$ cat config.mk
export PLATFORM = sky130hd
export DESIGN_NAME = ririq_status
export DESIGN_NICKNAME = d
export VERILOG_FILES = /design/src/hw/ririq_pkg.sv /design/src/hw/ririq_ana_change.sv /design/src/hw/ririq_flag_byte.sv /design/src/hw/ririq_status.sv
export VERILOG_INCLUDE_DIRS = /design/src /design/src/hw
export SDC_FILE = /design/constraint.sdc
export NUM_CORES = 1
export LEC_CHECK = 0
export BUFFER_PORTS_ARGS = -buffer_cell sky130_fd_sc_hd__buf_2
export CAP_MARGIN = 20
export CORE_ASPECT_RATIO = 1.4
export CORE_MARGIN = 1.5
export CORE_UTILIZATION = 25
export CTS_CLUSTER_SIZE = 8
export DETAILED_ROUTE_END_ITERATION = 8
export GPL_TIMING_DRIVEN = 1
export HOLD_SLACK_MARGIN = 0.06
export PLACE_DENSITY = 0.51
export RECOVER_POWER = 50
export SLEW_MARGIN = 30
export SYNTH_ARGS = -nofsm -noshare
export SYNTH_HDL_FRONTEND = slang
export SYNTH_SLANG_ARGS = --single-unit
$ cat constraint.sdc
create_clock -name clk -period 2.5 [get_ports clk]
set_input_delay 0.75 -clock clk [delete_from_list [all_inputs] [get_ports clk]]
set_output_delay 0.75 -clock clk [all_outputs]
set_load 0.02 [all_outputs]
$ cat src/hw/ririq_params.svh
`ifndef RIRIQ_PARAMS_SVH
`define RIRIQ_PARAMS_SVH

// register offsets
`define RIRIQ_ADDR_ENABLE1   8'h35
`define RIRIQ_ADDR_ENABLE2   8'h36
`define RIRIQ_ADDR_PRIMARY   8'h37
`define RIRIQ_ADDR_SECONDARY 8'h38
`define RIRIQ_ADDR_OPTION    8'h3A

// reset values
`define RIRIQ_RST_FLAGS      8'h00
`define RIRIQ_RST_ENABLE1    8'hF7
`define RIRIQ_RST_ENABLE2    8'h40
`define RIRIQ_RST_OPTION     8'h00
`define RIRIQ_RDATA_IDLE     8'h00

// primary flag positions
`define RIRIQ_P_TX_DONE      7
`define RIRIQ_P_RX_DONE      6
`define RIRIQ_P_FIFO_LEVEL   5
`define RIRIQ_P_ERROR        4
`define RIRIQ_P_HEADER       3
`define RIRIQ_P_ACK_DONE     1
`define RIRIQ_P_NO_RESPONSE  0

// secondary flag positions
`define RIRIQ_S_ANALOG       7
`define RIRIQ_S_CMD_DONE     6
`define RIRIQ_S_CRC_FAIL     2
`define RIRIQ_S_LEN_PROTO    1
`define RIRIQ_S_PRE_OVFL     0

// option register field
`define RIRIQ_O_SECOND_BYTE  6

// fifo fill thresholds in bytes
`define RIRIQ_FIFO_TX_LOW    5'h06
`define RIRIQ_FIFO_RX_HIGH   5'h12

`endif

$ cat src/hw/ririq_pkg.sv
package ririq_pkg;
    typedef logic [7:0] ririq_byte_t;
    typedef logic [4:0] ririq_count_t;
    typedef enum logic [2:0] {
        RIRIQ_SEL_NONE      = 3'b000,
        RIRIQ_SEL_ENABLE1   = 3'b001,
        RIRIQ_SEL_ENABLE2   = 3'b010,
        RIRIQ_SEL_PRIMARY   = 3'b011,
        RIRIQ_SEL_SECONDARY = 3'b100,
        RIRIQ_SEL_OPTION    = 3'b101
    } ririq_sel_e;
endpackage

$ cat src/hw/ririq_ana_change.sv
`timescale 1ns/1ps
module ririq_ana_change (
    input  wire logic clk,
    input  wire logic rst_n,
    input  wire logic ce,
    input  wire logic osc_good,
    input  wire logic synth_lock,
    input  wire logic field_present_good,
    output logic      changed
);
    logic [2:0] prev_reg;
    logic [2:0] prev_next;
    logic       primed_reg;
    logic       primed_next;
    logic [2:0] now_lvl;

    assign now_lvl = {osc_good, synth_lock, field_present_good};

    always_comb begin
        prev_next   = now_lvl;
        primed_next = 1'b1;
    end

    always_ff @(posedge clk) begin
        if (!rst_n) begin
            prev_reg   <= 3'h0;
            primed_reg <= 1'b0;
        end else if (ce) begin
            prev_reg   <= prev_next;
            primed_reg <= primed_next;
        end
    end

    // rising or falling edge on any indicator
    assign changed = primed_reg && (now_lvl != prev_reg);
endmodule

$ cat src/hw/ririq_flag_byte.sv
`timescale 1ns/1ps
`include "ririq_params.svh"
module ririq_flag_byte
    import ririq_pkg::*;
(
    input  wire logic        clk,
    input  wire logic        rst_n,
    input  wire logic        ce,
    input  wire logic        hold_clr,
    input  wire logic        rd_clr,
    input  wire ririq_byte_t set_bits,
    output ririq_byte_t      flags
);
    ririq_byte_t flags_reg;
    ririq_byte_t flags_next;

    // per bit sticky flag, set beats read clear, hold clear beats set
    for (genvar i = 0; i < 8; i++) begin : g_bit
        always_comb begin
            if (hold_clr) begin
                flags_next[i] = 1'b0;
            end else begin
                flags_next[i] = (flags_reg[i] & ~rd_clr) | set_bits[i];
            end
        end
    end

    always_ff @(posedge clk) begin
        if (!rst_n) begin
            flags_reg <= `RIRIQ_RST_FLAGS;
        end else if (ce) begin
            flags_reg <= flags_next;
        end
    end

    assign flags = flags_reg;
endmodule

$ cat src/hw/ririq_status.sv
`timescale 1ns/1ps
`include "ririq_params.svh"
module ririq_status
    import ririq_pkg::*;
(
    input  wire logic         clk,
    input  wire logic         rst_n,
    input  wire logic         ce,
    input  wire logic         chip_en,
    input  wire logic [7:0]   addr,
    input  wire ririq_byte_t  wdata,
    input  wire logic         wr_stb,
    input  wire logic         rd_stb,
    output ririq_byte_t       rdata,
    input  wire logic         tx_done,
    input  wire logic         rx_done,
    input  wire logic         tx_active,
    input  wire logic         rx_active,
    input  wire ririq_count_t fifo_level,
    input  wire logic         header_bit_rx,
    input  wire logic         header_bit_val,
    input  wire logic         two_bytes_in_fifo,
    input  wire logic         err_crc,
    input  wire logic         err_len_proto,
    input  wire logic         err_preamble,
    input  wire logic         err_fifo_ovfl,
    input  wire logic         ack_cmd_sent,
    input  wire logic         ack_end_ok,
    input  wire logic         ack_end_timeout,
    input  wire logic         ack_end_rx_err,
    input  wire logic         noresp_expired,
    input  wire logic         osc_good,
    input  wire logic         synth_lock,
    input  wire logic         field_present_good,
    input  wire logic         cmd_done,
    output logic              irq,
    output logic              rx_abort,
    output logic              raw_fifo_second_byte_option,
    output ririq_byte_t       primary_event_flags,
    output ririq_byte_t       secondary_event_flags
);
    ririq_byte_t enable1_reg;
    ririq_byte_t enable1_next;
    ririq_byte_t enable2_reg;
    ririq_byte_t enable2_next;
    ririq_byte_t option_reg;
    ririq_byte_t option_next;
    ririq_byte_t rdata_reg;
    ririq_byte_t rdata_next;
    logic        fifo_cond_reg;
    logic        fifo_cond_next;
    logic        rx_abort_reg;
    logic        rx_abort_next;
    ririq_sel_e  sel;
    ririq_byte_t pri_set;
    ririq_byte_t sec_set;
    logic        pri_clr;
    logic        sec_clr;
    logic        fifo_cond;
    logic        err_any;
    logic        ana_changed;
    logic        second_opt;

    // address decode
    always_comb begin
        unique case (addr)
            `RIRIQ_ADDR_ENABLE1:   sel = RIRIQ_SEL_ENABLE1;
            `RIRIQ_ADDR_ENABLE2:   sel = RIRIQ_SEL_ENABLE2;
            `RIRIQ_ADDR_PRIMARY:   sel = RIRIQ_SEL_PRIMARY;
            `RIRIQ_ADDR_SECONDARY: sel = RIRIQ_SEL_SECONDARY;
            `RIRIQ_ADDR_OPTION:    sel = RIRIQ_SEL_OPTION;
            default:               sel = RIRIQ_SEL_NONE;
        endcase
    end

    assign second_opt = option_reg[`RIRIQ_O_SECOND_BYTE];
    assign raw_fifo_second_byte_option = second_opt;

    assign fifo_cond = (tx_active && (fifo_level < `RIRIQ_FIFO_TX_LOW))
                    || (rx_active && (fifo_level > `RIRIQ_FIFO_RX_HIGH));
    assign err_any   = err_crc | err_len_proto | err_preamble | err_fifo_ovfl;

    ririq_ana_change u_ana (
        .clk                (clk),
        .rst_n              (rst_n),
        .ce                 (ce),
        .osc_good           (osc_good),
        .synth_lock         (synth_lock),
        .field_present_good (field_present_good),
        .changed            (ana_changed)
    );

    // primary set terms, independent of enables
    always_comb begin
        pri_set = 8'h00;
        pri_set[`RIRIQ_P_TX_DONE] = tx_done;
        pri_set[`RIRIQ_P_RX_DONE] = rx_done;
        pri_set[`RIRIQ_P_FIFO_LEVEL] = fifo_cond && !fifo_cond_reg;
        pri_set[`RIRIQ_P_ERROR] = err_any;
        pri_set[`RIRIQ_P_HEADER] = second_opt ? two_bytes_in_fifo : (header_bit_rx && header_bit_val);
        pri_set[`RIRIQ_P_ACK_DONE] = ack_end_ok || (ack_cmd_sent && (ack_end_timeout || ack_end_rx_err));
        pri_set[`RIRIQ_P_NO_RESPONSE] = noresp_expired;
    end

    // secondary set terms
    always_comb begin
        sec_set = 8'h00;
        sec_set[`RIRIQ_S_ANALOG] = ana_changed;
        sec_set[`RIRIQ_S_CMD_DONE] = cmd_done;
        sec_set[`RIRIQ_S_CRC_FAIL]  = err_crc;
        sec_set[`RIRIQ_S_LEN_PROTO] = err_len_proto;
        sec_set[`RIRIQ_S_PRE_OVFL] = err_preamble || err_fifo_ovfl;
    end

    assign pri_clr = rd_stb && (sel == RIRIQ_SEL_PRIMARY);
    assign sec_clr = rd_stb && (sel == RIRIQ_SEL_SECONDARY);

    ririq_flag_byte u_primary (
        .clk      (clk),
        .rst_n    (rst_n),
        .ce       (ce),
        .hold_clr (!chip_en),
        .rd_clr   (pri_clr),
        .set_bits (pri_set),
        .flags    (primary_event_flags)
    );

    ririq_flag_byte u_secondary (
        .clk      (clk),
        .rst_n    (rst_n),
        .ce       (ce),
        .hold_clr (!chip_en),
        .rd_clr   (sec_clr),
        .set_bits (sec_set),
        .flags    (secondary_event_flags)
    );

    // register writes and read data
    always_comb begin
        enable1_next   = enable1_reg;
        enable2_next   = enable2_reg;
        option_next    = option_reg;
        rdata_next     = `RIRIQ_RDATA_IDLE;
        fifo_cond_next = fifo_cond;
        rx_abort_next  = noresp_expired && enable1_reg[`RIRIQ_P_NO_RESPONSE];
        if (wr_stb) begin
            unique case (sel)
                RIRIQ_SEL_ENABLE1: enable1_next = wdata;
                RIRIQ_SEL_ENABLE2: enable2_next = wdata;
                RIRIQ_SEL_OPTION:  option_next  = wdata & (8'h01 << `RIRIQ_O_SECOND_BYTE);
                default:           enable1_next = enable1_reg;
            endcase
        end
        if (rd_stb) begin
            unique case (sel)
                RIRIQ_SEL_ENABLE1:   rdata_next = enable1_reg;
                RIRIQ_SEL_ENABLE2:   rdata_next = enable2_reg;
                RIRIQ_SEL_PRIMARY:   rdata_next = primary_event_flags;
                RIRIQ_SEL_SECONDARY: rdata_next = secondary_event_flags;
                RIRIQ_SEL_OPTION:    rdata_next = option_reg;
                default:             rdata_next = `RIRIQ_RDATA_IDLE;
            endcase
        end
    end

    always_ff @(posedge clk) begin
        if (!rst_n) begin
            enable1_reg   <= `RIRIQ_RST_ENABLE1;
            enable2_reg   <= `RIRIQ_RST_ENABLE2;
            option_reg    <= `RIRIQ_RST_OPTION;
            rdata_reg     <= `RIRIQ_RDATA_IDLE;
            fifo_cond_reg <= 1'b0;
            rx_abort_reg  <= 1'b0;
        end else if (ce) begin
            enable1_reg   <= enable1_next;
            enable2_reg   <= enable2_next;
            option_reg    <= option_next;
            rdata_reg     <= rdata_next;
            fifo_cond_reg <= fifo_cond_next;
            rx_abort_reg  <= rx_abort_next;
        end
    end

    assign rdata    = rdata_reg;
    assign rx_abort = rx_abort_reg;
    assign irq = |(primary_event_flags & enable1_reg) || |(secondary_event_flags & enable2_reg);
endmodule

==> impl_results.md <==
- Post-CTS Setup Bufs: 0
- Asr flop ratio synth: 0
- Seq/Total Area, Yosys: 0.441
- Slew margin rel.: 0.514
- Max Cap Viol: 0
- Status: completed
- DR pass1 iterations: 4
- Share of layout cells above drive strength 1: 0.237
- CP Class: reg2out
- CTS root buffer: clkbuf_16
- WL met1: 2.78 mm
- CTS Hold Buffers Added: 0
- Setup_tns: 0 ns
- Count leader, synth: dfxtp_1
- Post-layout util: 0.334
- GP Congestion: 0.843
- Cell area power density: 595 nW/um^2
- Fin Clk Skew: 0.00505 ns
- DP Worst Slack: 0.168 ns
- Ys Warns: 0
- Synthesized area per cell: 9.88 um^2
- Top FF cell, synth: dfxtp_1
- Number of antenna violations at the first check in global routing: 0
- Synth Cell Area: 2130 um^2
- Minimum clock period: 2.29 ns
- Hold Fails Final Rpt: 0
- Critical Path RT: 1.75 ns
- Synth top cells by count: 47 x dfxtp_1, 21 x mux2i_1, 20 x nand2_1
- Final nets: 337
- Global route total overflow: 0
- Crit share post-route: 0.916
- Initial Utilization: 0.260
- Worst slew pin tran: 0.728 ns
- Met3 Routed Length: 369 um
- Drt via density: 4.93
- Max Slew Vio Count: 0
- DR top layer: met4
- Gr usage total: 0.147
- Worst Hold Class: reg2reg
- Largest net degree at the start of global routing: 18
- Die width: 81.1 um
- VDD IR max: 0.000323 V
- Pleak: 1.02 nW
- CTS Sinks: 47
- Worst setup SP type: register
- Ports placed on the boundary: 74
- Buffers on Ports: 73
- Residual DRC: 0
- Top cell type's share of synthesized area: 0.441
- Synth area leaders: dfxtp_1 44%, mux2i_1 9.9%, a22o_1 7.8%
- Routed WL per cell: 16.7 um
- Mapped Cells: 216
- Worst setup EP type: output port
- Antenna viol nets, final: 0
- Die Y: 112 um
- 1st-iter DRT viols: 129
- Post-synthesis cell type count: 37
- Vias: 1936
- Post-CTS Resized: 0
- Placed wire-length estimate: 4.99 mm
- First-pass GRT wire length: 9.89 mm
- RSZ-0062 raised after global routing: false
- Worst Slack Setup Final: 0.211 ns
- Syn nets: 263
- Core ar.: 8200 um^2
- FMAX: 0.437 GHz
- Seq cells post-synth: 47
- Post-synth EDFFs: 0
- Vias in the first global route: 1884
- TritonCTS buffer count: 5
- Area grow syn2layout: 28.3%
- Clock H-tree levels: 2
- # setup viols final: 0
- Clock Tree Buf Depth: 2
- Worst Path Max Fanout: 4
- CTS tree: built
- Diode count: 0
- CP arrival: 1.54 ns
- Detailed Route WL: 6.55 mm
- Clock Latency Late Sink: 0.29 ns
- Placement Rows: 39
- Met2 routed WL: 3.22 mm
- Clk slew on worst S/H paths: 0.07 ns
- Die ar.: 9100 um^2
- Cell type with the largest total area after synthesis: dfxtp_1
-- report_power, final --
| group | internal (mW) | switching (mW) |
|---|---|---|
| Sequential | 0.765 | 0.0173 |
| Clock | 0.369 | 0.297 |
| Combinational | 0.0790 | 0.102 |
| Total | 1.21 | 0.417 |
-- metrics by stage --
step	std cells	area (um^2)	power (mW)	hold slack, ns
after floorplan	216	2130	0.894	0.428
after global routing	393	2740	1.69	0.473
final	393	2740	1.63	0.452
after global placement	385	2630	0.982	0.435
after detailed placement	385	2630	0.984	0.439
after CTS	393	2770	1.65	0.454
-- path summary, 6_finish.rpt --
kind	start	endpoint	slack [ns]	depth (start not counted)
setup / recovery	u_secondary.flags[6]$_SDFFE_PN0P_	irq	0.21	4
hold / removal	rdata[6]$_SDFFE_PN0P_	rdata[6]$_SDFFE_PN0P_	0.45	2
setup reg to reg	option_reg[6]$_SDFFE_PN0P_	rdata[6]$_SDFFE_PN0P_	1.40	3
hold reg to reg	rdata[6]$_SDFFE_PN0P_	rdata[6]$_SDFFE_PN0P_	0.45	2
-- cells by family (layout without fill, tap and decap cells) --
group	count (synthesis)	after routing	share of synthesized area
simple gates	66	66	0.181
mux	27	27	0.130
compound gates	59	59	0.208
buf+inv	14	89	0.0282
xor+xnor	3	3	0.0123
flops	47	47	0.441
-- layout by cell type (no fill, tap or decap), types with 13 or more instances in the layout --
cell type	count
mux2i_1	21
nor2b_1	13
buf_2	46
a22o_1	19
o21ai_0	13
dfxtp_1	47
clkbuf_1	27
nand2_1	20
-- layout make-up --
class,instances,area [um^2]
Inverter,2,7.51
Fill cell,890,5460
Timing Repair Buffer,79,377
Multi-Input combinational cell,155,1140
Clock inverter,3,20.0
Clock buffer,5,125
Sequential cell,47,941
Tap cell,102,128
-- metal layers --
metal,track usage,vias to the layer above
met3,0.0325,10
met5,0,-
met1,0.172,905
li1,-,952
met4,0.0644,0
met2,0.250,69
-- worst max-delay path, stage by stage (launching register included) --
cell	delay [ns]
dfxtp_1	0.36
a22o_1	0.23
a221oi_1	0.29
nand4_1	0.17
buf_2	0.20
No activity file was read; power rests on OpenSTA's default activity.
